**src/rtl/psd_map.svh**
```systemverilog
`ifndef PSD_MAP_SVH
`define PSD_MAP_SVH

// register byte offsets
`define PSD_OFF_CTRL 8'h00
`define PSD_OFF_PERIOD 8'h04
`define PSD_OFF_DUTY 8'h08
`define PSD_OFF_SHUT 8'h0C
`define PSD_OFF_DEAD 8'h10
`define PSD_OFF_FLAG 8'h14

// pwm_control_register fields
`define PSD_CTRL_POL_A 0
`define PSD_CTRL_POL_B 1
`define PSD_CTRL_MODE 2
`define PSD_CTRL_EN 3
`define PSD_CTRL_DRV_A 4
`define PSD_CTRL_DRV_B 5

// auto_shutdown_control fields
`define PSD_SD_STAT 7
`define PSD_SD_SRC_LSB 4
`define PSD_SD_PSSA_LSB 2
`define PSD_SD_PSSB_LSB 0

// dead_band_control fields
`define PSD_DB_RESTART 7

// flag register fields
`define PSD_FLG_PTF 0
`define PSD_FLG_RUN 1
`define PSD_FLG_SDACT 2
`define PSD_FLG_COND 3

// reset values
`define PSD_RST_BYTE 8'h00

// one instruction cycle is four oscillator periods
`define PSD_ICYC_LAST 2'h3

`endif

```
**src/rtl/psd_pkg.sv**
```systemverilog
package psd_pkg;

  typedef enum logic [2:0] {
    PSD_SRC_OFF0 = 3'b000,
    PSD_SRC_CMP0 = 3'b001,
    PSD_SRC_OFF1 = 3'b010,
    PSD_SRC_CMP1 = 3'b011,
    PSD_SRC_PIN = 3'b100,
    PSD_SRC_PINCMP = 3'b101,
    PSD_SRC_RSV6 = 3'b110,
    PSD_SRC_RSV7 = 3'b111
  } psd_src_e;

  typedef enum logic {
    PSD_MODE_SINGLE = 1'b0,
    PSD_MODE_HALF = 1'b1
  } psd_mode_e;

  typedef struct packed {
    logic ack;
    logic [31:0] rdat;
    logic [1:0] pol;
    psd_mode_e mode;
    logic en;
    logic drv_a;
    logic drv_b;
    logic [7:0] period;
    logic [7:0] duty;
    logic [7:0] duty_lat;
    logic sd_status;
    psd_src_e sd_src;
    logic [1:0] pssa;
    logic [1:0] pssb;
    logic restart_en;
    logic [6:0] dead;
    logic ptf;
    logic [1:0] presc;
    logic [7:0] timer;
    logic running;
    logic sd_hold;
    logic out_a;
    logic oe_a;
    logic out_b;
    logic oe_b;
  } psd_top_s;

  typedef struct packed {
    logic s1;
    logic s2;
    logic s3;
    logic lvl;
  } psd_sync_s;

endpackage

```
**src/rtl/psd_deadband.sv**
```systemverilog
`timescale 1ns/1ps
`default_nettype none
module psd_deadband #(
  parameter int unsigned CNT_W = 7
) (
  // clock and reset
  input wire logic clk,
  input wire logic rstn,
  // timing
  input wire logic tick,
  input wire logic freeze,
  // waveform
  input wire logic level_in,
  input wire logic [CNT_W-1:0] delay,
  output logic level_out
);
  typedef struct packed {
    logic [CNT_W-1:0] cnt;
    logic out;
  } psd_db_s;

  psd_db_s q, d;

  always_comb begin
    d = q;
    if (!freeze) begin
      if (!level_in) begin
        d.cnt = '0;
        d.out = 1'b0;
      end else if (!q.out) begin
        if (q.cnt == delay) begin
          d.out = 1'b1;
        end else if (tick) begin
          d.cnt = CNT_W'(q.cnt + 1'b1);
        end
      end
    end
  end

  always_ff @(posedge clk or negedge rstn) begin
    if (!rstn) begin
      q <= '0;
    end else begin
      q <= d;
    end
  end

  assign level_out = q.out;

  // fall to inactive is never delayed unless frozen
  db_fall_fast_a: assert property (@(posedge clk) disable iff (!rstn)
    (!freeze && !level_in) |=> !level_out)
    else $error("dead band delayed a falling edge");
endmodule
`default_nettype wire

```
**src/rtl/psd_pwm_top.sv**
```systemverilog
// Operation
// - two polarity bits pick active-high or active-low per output pin.
// - period flag sets at each period start, first one starting period two.
// - sleep freezes timer and module state; outputs keep their level.
// - three source bits pick comparator, low interrupt pin, both, or none.
// - firmware writing one to the shutdown status bit causes shutdown.
// - status bit reads one while shutdown lasts; after it clears, outputs stay held until the next period start.
// - status stays set until firmware or auto-restart clears it.
// - shutdown forces enabled outputs to their shutdown states at once.
// - per-output two-bit state: drive low, drive high, or tri-state.
// - shutdown is level based and persists while the level stays.
// - status bit writes are ignored while the condition is active.
// - after restart the waveform resumes at the next period start.
// - with auto-restart, hardware clears status once the condition goes.
// - in half-bridge mode dead band delays only inactive-to-active edges.
// - seven-bit dead band count in instruction cycles of four clocks.
// - after reset all pin drivers are off until configured.
// - without auto-restart firmware must clear status to restart.
// - dead band longer than duty keeps that output inactive all cycle.
// - half-bridge drives pwm on output a and its complement on b.
`include "psd_map.svh"
`timescale 1ns/1ps
`default_nettype none
module psd_pwm_top
  import psd_pkg::*;
(
  // clock and reset
  input wire logic clk,
  input wire logic rstn,
  // wishbone slave
  input wire logic wb_cyc_i,
  input wire logic wb_stb_i,
  input wire logic wb_we_i,
  input wire logic [7:0] wb_adr_i,
  input wire logic [3:0] wb_sel_i,
  input wire logic [31:0] wb_dat_i,
  output logic [31:0] wb_dat_o,
  output logic wb_ack_o,
  // shutdown sources and power state
  input wire logic ext_int_n,
  input wire logic cmp_level,
  input wire logic sleep,
  // output pins
  output logic pwm_out_a,
  output logic pwm_out_a_oe,
  output logic pwm_out_b,
  output logic pwm_out_b_oe
);
  localparam logic [2:0] IDX_CTRL = 3'h0;
  localparam logic [2:0] IDX_PERIOD = 3'h1;
  localparam logic [2:0] IDX_DUTY = 3'h2;
  localparam logic [2:0] IDX_SHUT = 3'h3;
  localparam logic [2:0] IDX_DEAD = 3'h4;
  localparam logic [2:0] IDX_FLAG = 3'h5;
  localparam logic [2:0] IDX_NONE = 3'h7;

  psd_top_s q, d;

  logic pin_high_s;
  logic cmp_s;
  logic bus_req;
  logic wr_fire;
  logic [2:0] req_idx;
  logic [7:0] wbyte;
  logic cond;
  logic fw_set;
  logic fw_clr;
  logic tick;
  logic pstart;
  logic raw;
  logic sd_active;
  logic [1:0] db_in;
  logic [1:0] db_out;
  logic [6:0] db_delay;

  // word aligned decode; low address bits are ignored
  function automatic logic [2:0] reg_sel(input logic [7:0] adr);
    logic [7:0] a;
    a = {adr[7:2], 2'b00};
    if (a == `PSD_OFF_CTRL) begin
      reg_sel = IDX_CTRL;
    end else if (a == `PSD_OFF_PERIOD) begin
      reg_sel = IDX_PERIOD;
    end else if (a == `PSD_OFF_DUTY) begin
      reg_sel = IDX_DUTY;
    end else if (a == `PSD_OFF_SHUT) begin
      reg_sel = IDX_SHUT;
    end else if (a == `PSD_OFF_DEAD) begin
      reg_sel = IDX_DEAD;
    end else if (a == `PSD_OFF_FLAG) begin
      reg_sel = IDX_FLAG;
    end else begin
      reg_sel = IDX_NONE;
    end
  endfunction

  // pin level: shutdown states are absolute, the waveform follows polarity
  function automatic logic out_level(input logic sd, input logic [1:0] pss,
                                     input logic lvl, input logic pol);
    if (sd) begin
      out_level = pss[0] & ~pss[1];
    end else begin
      out_level = lvl ^ pol;
    end
  endfunction

  function automatic logic out_enable(input logic sd, input logic [1:0] pss,
                                      input logic drv);
    out_enable = drv & ~(sd & pss[1]);
  endfunction

  // pins pass four flops; the interrupt pin idles high
  psd_sync #(
    .RESET_VAL(1'b1)
  ) u_sync_int (
    .clk(clk),
    .rstn(rstn),
    .pin(ext_int_n),
    .level(pin_high_s)
  );

  psd_sync #(
    .RESET_VAL(1'b0)
  ) u_sync_cmp (
    .clk(clk),
    .rstn(rstn),
    .pin(cmp_level),
    .level(cmp_s)
  );

  genvar gi;
  generate
    for (gi = 0; gi < 2; gi++) begin : g_db
      psd_deadband #(
        .CNT_W(7)
      ) u_db (
        .clk(clk),
        .rstn(rstn),
        .tick(tick),
        .freeze(sleep),
        .level_in(db_in[gi]),
        .delay(db_delay),
        .level_out(db_out[gi])
      );
    end
  endgenerate

  always_comb begin
    d = q;
    bus_req = wb_cyc_i & wb_stb_i;
    req_idx = reg_sel(wb_adr_i);
    // writes land on the edge that the master sees ack
    wr_fire = bus_req & wb_we_i & q.ack & wb_sel_i[0];
    wbyte = wb_dat_i[7:0];

    case (q.sd_src)
      PSD_SRC_CMP0, PSD_SRC_CMP1: begin
        cond = cmp_s;
      end
      PSD_SRC_PIN: begin
        cond = ~pin_high_s;
      end
      PSD_SRC_PINCMP, PSD_SRC_RSV6, PSD_SRC_RSV7: begin
        cond = ~pin_high_s | cmp_s;
      end
      default: begin
        cond = 1'b0;
      end
    endcase

    fw_set = wr_fire & (req_idx == IDX_SHUT) & wbyte[`PSD_SD_STAT];
    fw_clr = wr_fire & (req_idx == IDX_SHUT) & ~wbyte[`PSD_SD_STAT] & ~cond;

    tick = q.en & (q.presc == `PSD_ICYC_LAST);
    pstart = tick & (q.timer == q.period);
    raw = q.running & (q.timer < q.duty_lat);
    // live condition forces outputs without waiting for the flag
    sd_active = cond | q.sd_status | q.sd_hold;

    db_in[0] = raw;
    if (q.mode == PSD_MODE_HALF) begin
      db_in[1] = q.running & ~raw;
      db_delay = q.dead;
    end else begin
      db_in[1] = raw;
      db_delay = 7'h00;
    end

    // bus answer one cycle after the request is seen
    d.ack = bus_req & ~q.ack;
    if (bus_req & ~q.ack) begin
      d.rdat = 32'h0000_0000;
      if (req_idx == IDX_CTRL) begin
        d.rdat[7:0] = {2'b00, q.drv_b, q.drv_a, q.en, q.mode, q.pol};
      end else if (req_idx == IDX_PERIOD) begin
        d.rdat[7:0] = q.period;
      end else if (req_idx == IDX_DUTY) begin
        d.rdat[7:0] = q.duty;
      end else if (req_idx == IDX_SHUT) begin
        d.rdat[7:0] = {q.sd_status, q.sd_src, q.pssa, q.pssb};
      end else if (req_idx == IDX_DEAD) begin
        d.rdat[7:0] = {q.restart_en, q.dead};
      end else if (req_idx == IDX_FLAG) begin
        d.rdat[`PSD_FLG_PTF] = q.ptf;
        d.rdat[`PSD_FLG_RUN] = q.running;
        d.rdat[`PSD_FLG_SDACT] = sd_active;
        d.rdat[`PSD_FLG_COND] = cond;
      end
    end

    if (wr_fire) begin
      if (req_idx == IDX_CTRL) begin
        d.pol = wbyte[`PSD_CTRL_POL_B:`PSD_CTRL_POL_A];
        d.mode = psd_mode_e'(wbyte[`PSD_CTRL_MODE]);
        d.en = wbyte[`PSD_CTRL_EN];
        d.drv_a = wbyte[`PSD_CTRL_DRV_A];
        d.drv_b = wbyte[`PSD_CTRL_DRV_B];
      end else if (req_idx == IDX_PERIOD) begin
        d.period = wbyte;
      end else if (req_idx == IDX_DUTY) begin
        d.duty = wbyte;
      end else if (req_idx == IDX_SHUT) begin
        d.sd_src = psd_src_e'(wbyte[`PSD_SD_SRC_LSB+2:`PSD_SD_SRC_LSB]);
        d.pssa = wbyte[`PSD_SD_PSSA_LSB+1:`PSD_SD_PSSA_LSB];
        d.pssb = wbyte[`PSD_SD_PSSB_LSB+1:`PSD_SD_PSSB_LSB];
      end else if (req_idx == IDX_DEAD) begin
        d.restart_en = wbyte[`PSD_DB_RESTART];
        d.dead = wbyte[6:0];
      end else if (req_idx == IDX_FLAG) begin
        if (wbyte[`PSD_FLG_PTF]) begin
          d.ptf = 1'b0;
        end
      end
    end

    // sleep freezes everything but the register file
    if (!sleep) begin
      if (!q.en) begin
        d.presc = 2'h0;
        d.timer = 8'h00;
      end else begin
        d.presc = 2'(q.presc + 2'h1);
        if (pstart) begin
          d.timer = 8'h00;
          d.duty_lat = q.duty;
        end else if (tick) begin
          d.timer = 8'(q.timer + 8'h01);
        end
      end
      // waveform only begins on a fresh period
      d.running = q.en & (q.running | pstart);

      // period flag, set wins over clear
      if (pstart) begin
        d.ptf = 1'b1;
      end

      if (cond | fw_set) begin
        d.sd_status = 1'b1;
      end else if (q.restart_en & q.sd_status) begin
        d.sd_status = 1'b0;
      end else if (fw_clr) begin
        d.sd_status = 1'b0;
      end

      // hold shutdown states until the next period start
      if (q.sd_status | cond) begin
        d.sd_hold = 1'b1;
      end else if (pstart) begin
        d.sd_hold = 1'b0;
      end

      d.out_a = out_level(sd_active, q.pssa, db_out[0], q.pol[0]);
      d.oe_a = out_enable(sd_active, q.pssa, q.drv_a);
      d.out_b = out_level(sd_active, q.pssb, db_out[1], q.pol[1]);
      d.oe_b = out_enable(sd_active, q.pssb, q.drv_b);
    end
  end

  always_ff @(posedge clk or negedge rstn) begin
    if (!rstn) begin
      q <= '0;
    end else begin
      q <= d;
    end
  end

  assign wb_dat_o = q.rdat;
  assign wb_ack_o = q.ack;
  assign pwm_out_a = q.out_a;
  assign pwm_out_a_oe = q.oe_a;
  assign pwm_out_b = q.out_b;
  assign pwm_out_b_oe = q.oe_b;

  bus_ack_once_a: assert property (@(posedge clk) disable iff (!rstn)
    wb_ack_o |=> !wb_ack_o)
    else $error("ack held longer than one cycle");

  drv_off_a: assert property (@(posedge clk) disable iff (!rstn)
    (!sleep && !q.drv_a && !q.drv_b) [*2] |-> (!pwm_out_a_oe && !pwm_out_b_oe))
    else $error("pin driven while driver disabled");

  pol_a_follow_a: assert property (@(posedge clk) disable iff (!rstn)
    (!sleep && !sd_active && !q.running && !db_out[0]) |=> (pwm_out_a == $past(q.pol[0])))
    else $error("idle level does not match polarity");

  ptf_period_a: assert property (@(posedge clk) disable iff (!rstn)
    (!sleep && pstart) |=> (q.ptf && q.timer == 8'h00))
    else $error("period flag missed at period start");

  sleep_hold_a: assert property (@(posedge clk) disable iff (!rstn)
    sleep |=> ($stable(q.timer) && $stable(pwm_out_a) && $stable(pwm_out_b_oe)))
    else $error("state changed during sleep");

  src_off_a: assert property (@(posedge clk) disable iff (!rstn)
    (!sleep && !q.sd_status && !fw_set && q.sd_src inside {PSD_SRC_OFF0, PSD_SRC_OFF1}) |=> !q.sd_status)
    else $error("shutdown with sources disabled");

  fw_event_a: assert property (@(posedge clk) disable iff (!rstn)
    (!sleep && fw_set) |=> q.sd_status)
    else $error("firmware shutdown not taken");

  stat_persist_a: assert property (@(posedge clk) disable iff (!rstn)
    (!sleep && cond) |=> (q.sd_status && q.sd_hold))
    else $error("status cleared while condition active");

  tri_b_a: assert property (@(posedge clk) disable iff (!rstn)
    (!sleep && sd_active && q.pssb[1]) |=> !pwm_out_b_oe)
    else $error("output b not tri-stated in shutdown");

  drive_b_high_a: assert property (@(posedge clk) disable iff (!rstn)
    (!sleep && sd_active && q.pssb == 2'b01 && q.drv_b) |=> (pwm_out_b && pwm_out_b_oe))
    else $error("output b not forced high in shutdown");

  auto_clear_a: assert property (@(posedge clk) disable iff (!rstn)
    (!sleep && q.restart_en && q.sd_status && !cond && !fw_set) |=> !q.sd_status)
    else $error("auto-restart did not clear status");

  resume_wait_a: assert property (@(posedge clk) disable iff (!rstn)
    (!sleep && q.sd_hold && !pstart) |=> q.sd_hold)
    else $error("shutdown released before period boundary");
endmodule
`default_nettype wire

```
**src/rtl/psd_sync.sv**
```systemverilog
`timescale 1ns/1ps
`default_nettype none
module psd_sync
  import psd_pkg::*;
#(
  parameter logic RESET_VAL = 1'b0
) (
  // clock and reset
  input wire logic clk,
  input wire logic rstn,
  // pin side
  input wire logic pin,
  // clock side
  output logic level
);
  psd_sync_s q, d;

  always_comb begin
    d = q;
    d.s1 = pin;
    d.s2 = q.s1;
    d.s3 = q.s2;
    // a change counts only once two late stages agree
    if (q.s2 == q.s3) begin
      d.lvl = q.s3;
    end
  end

  always_ff @(posedge clk or negedge rstn) begin
    if (!rstn) begin
      q <= {RESET_VAL, RESET_VAL, RESET_VAL, RESET_VAL};
    end else begin
      q <= d;
    end
  end

  assign level = q.lvl;
endmodule
`default_nettype wire

```
**config.mk**
```make
export PLATFORM = sky130hd
export DESIGN_NAME = psd_pwm_top
export DESIGN_NICKNAME = d
export VERILOG_FILES = /design/src/rtl/psd_pkg.sv /design/src/rtl/psd_deadband.sv /design/src/rtl/psd_pwm_top.sv /design/src/rtl/psd_sync.sv
export VERILOG_INCLUDE_DIRS = /design/src /design/src/rtl
export SDC_FILE = /design/constraint.sdc
export NUM_CORES = 1
export LEC_CHECK = 0
export BUFFER_PORTS_ARGS = -buffer_cell sky130_fd_sc_hd__buf_4
export CAP_MARGIN = 20
export CORE_MARGIN = 2
export CORE_UTILIZATION = 30
export DETAILED_ROUTE_END_ITERATION = 7
export PLACE_DENSITY = 0.55
export SYNTH_ARGS = -nofsm -noshare
export SYNTH_HDL_FRONTEND = slang
export SYNTH_SLANG_ARGS = --single-unit
```
**constraint.sdc**
```tcl
create_clock -name clk -period 2.3 [get_ports clk]
set_input_delay 0.46 -clock clk [delete_from_list [all_inputs] [get_ports clk]]
set_output_delay 0.46 -clock clk [all_outputs]
set_load 0.005 [all_outputs]
```
==> impl_metrics.ini <==
[run_status]
outcome = finished with violations
violations = negative setup slack

[setup_path]
critPathKind = flop to flop
arrival_ns = 2.60
crit_path_start_kind = flop
worstPathMaxFanout = 6
reg2reg_slack_ns = -0.07
cp_data_required_time_ns = 2.53
r2r-start = q[13]
worstSetupEndpointType = flop
r2r-end = g_db[1].u_db.q[1]
worst_r2r_path_depth = 7

[global_route]
grt_use_met3_pct = 2.04
grt_antenna_before_repair = 0
grt_pass1_wl_microns = 22100
use_met1_pct = 19.2
grt_start_max_net_pins = 40
grt_pass1_vias = 4115
track_usage_pct = 14.6
grt-ovfl-total = 0
busiest_layer = met2
use_met2_pct = 23.9

[cells_and_area]
areaGrowthSynthToFinish_pct = 18.3
drive_above_1_share_pct = 28.9
antenna_cells = 0
final_nets = 649
fin_cells = 820
design_area_sq_um = 6410
multiInputGateArea_sq_um = 2680
fill_cells = 1782
seq_area_sq_um = 2410

[drt]
drtIter0Drc = 283
drt-pass1-iter-count = 5
num_vias = 4091
via_per_inst = 4.99
antenna_left = 0
drc = 0
wl_per_cell_microns = 16.6
routed_wl_microns = 13600

[die]
dieArea_sq_um = 19100
ios = 89
die_width_microns = 138
rows = 49
initial_core_util_pct = 30.4
coreArea_sq_um = 17800
chipHeight_microns = 138

[pwr]
power_per_cell_area_nw_per_um2 = 563
total_power_mw = 3.61
cellLeakagePower_nw = 2.97
irDropWorstVdd_v = 0.000355

[worst_hold_path]
min_path_type = input port to async pin

[cts]
cts_buffers = 9
root_buffer = clkbuf_16
postCtsHoldBufs = 0
worstSkewPairLatency_ns = 0.35
cts_tree = built
cts_buffer_depth = 2
clkSinkCount = 96
htree_levels = 3
path_clk_slew_ns = 0.07

[yosys]
ys_seq_area_share_pct = 44.5
synth_compound_area_share_pct = 16.0
synth_top_family_by_area = compound AO/OA/AOI/OAI gates
synthArstFlopShare_pct = 100
synthFlopType = dfrtp_1
avgSynthCellArea_sq_um = 10.3
ys_ff_latch = 96
synth_xor_area_share_pct = 3.72
synth-adder-area-share_pct = 2.91
syn-cell-area_sq_um = 5420
syn_inst = 528
synth_simple_gate_area_share_pct = 14.9
synth_warnings = 0
yosysUniqueCellTypes = 75
muxShareOfSynthArea_pct = 8.87
synth_edf_count = 0

[sta]
rsz0062_at_grt = yes
hold_ws_ns = 0.0740
setup_viol = 4
layout_setup_ws_ns = -0.0703
clock.fmax_mhz = 422
skew_ns = 0.00820
final_hold_viol_count = 0
post-route-period-util_pct = 103
timing.final.crit_period_ns = 2.37
maxSlewViolCount = 0

[place]
hpwl_microns = 9980
dpl_cell_area_sq_um = 5980
place_inst = 799
place_congestion = 0.851
io_buffers = 35
dp_slack_ns = -0.154

[run]
max-cap-violations = 0
-- registers in the layout (all words and copies together), names as in the netlist --
register / count
g_db.u_db.q: 14
pwm_out_a_oe: 1
u_sync_cmp.level: 1
pwm_out_a: 1
pwm_out_b: 1
u_sync_int.d: 2
u_sync_int.q: 1
wb_dat_o: 8
u_sync_cmp.d: 2
u_sync_int.level: 1
pwm_out_b_oe: 1
q: 59
g_db.u_db.level_out: 2
wb_ack_o: 1
u_sync_cmp.q: 1
-- worst max-delay path, stage by stage, from the launching register on --
cell,delay (ns)
dfrtp_1,0.42
ha_4,0.26
buf_4,0.13
a221o_1,0.39
a41oi_4,0.28
mux2_4,0.37
and2_4,0.15
mux2_2,0.25
-- metrics by stage --
stage	util [%]	TNS [ns]
after floorplan	-	0
after global placement	33.5	-0.478
after detailed placement	33.5	-0.685
after CTS	35.8	-0.0905
after global routing	35.9	-0.608
final	35.9	-0.125
-- cell usage in the layout, fill, tap and decap left out, types with 13 or more instances in the layout --
master and instances:
nand4_1 13, o21ai_0 34, nor2_1 21, mux2_2 35, dfrtp_1 92, conb_1 24, inv_1 19, buf_4 79
nand2_1 48, a21oi_1 22, xnor2_1 14
-- worst max path at each step --
stage / start / to / slack (ns) / cells past startpoint
finish: q[13] / g_db[1].u_db.q[1] / -0.07 / 7
global route: q[39] / g_db[1].u_db.q[1] / -0.13 / 8
CTS: q[13] / g_db[1].u_db.q[1] / -0.06 / 7
detailed placement: q[39] / g_db[1].u_db.q[1] / -0.15 / 8
global placement: q[39] / g_db[1].u_db.q[1] / -0.11 / 8
floorplan: q[13] / g_db[1].u_db.q[1] / 0.007 / 7
-- cell usage after synthesis, types with 5 or more instances --
cell type  number  area, sq um
dfrtp_1        92         2300
nand2_1        48          180
mux2_2         36          405
buf_4          35          263
o21ai_0        35          175
a21oi_1        23          115
inv_1          22         82.6
nor2_1         21         78.8
xnor2_1        14          123
nand4_1        13         81.3
and3_1         12         75.1
ha_1           11          138
buf_2          10         50.1
xor2_1          9         78.8
nand3_1         8         40.0
nor3_1          8         40.0
a31oi_1         6         37.5
and2_1          6         37.5
mux2i_1         6         60.1
nor2b_1         6         37.5
o211ai_1        6         45.0
o22a_1          6         52.6
a21o_1          5         37.5
nand4b_1        5         43.8
-- layer usage --
metal,wire [microns],up-vias
li1,-,1962
met1,6360,2026
met2,6540,85
met3,386,18
met4,322,0
met5,0,-
-- timing repair --
action | CTS | global route
pin swaps | 5 | 2
setup buffers | 4 | 1
gates resized for setup | 7 | 3
endpoints found under the setup margin | 7 | 9
-- report_power, final --
group	leakage, nW	switching (mW)	internal [mW]
Sequential	1.25	0.0243	1.72
Clock	0.163	0.625	1.04
Combinational	1.55	0.121	0.0769
-- cell families after synthesis --
family | after synthesis
other cells | 1
xor+xnor | 23
mux | 43
simple gates | 149
compound gates | 124
fa+ha+maj | 13
flops | 96
buf+inv | 79
-- final cells by class --
cell class,count,area share (%)
multi-input cells,376,41.8
flip-flops and latches,96,37.6
repair buffers,80,9.57
well taps,229,4.47
clock buffers,14,4.28
inverters,23,1.35
clock inverters,2,0.937
Power figures use the tool's default switching activity.
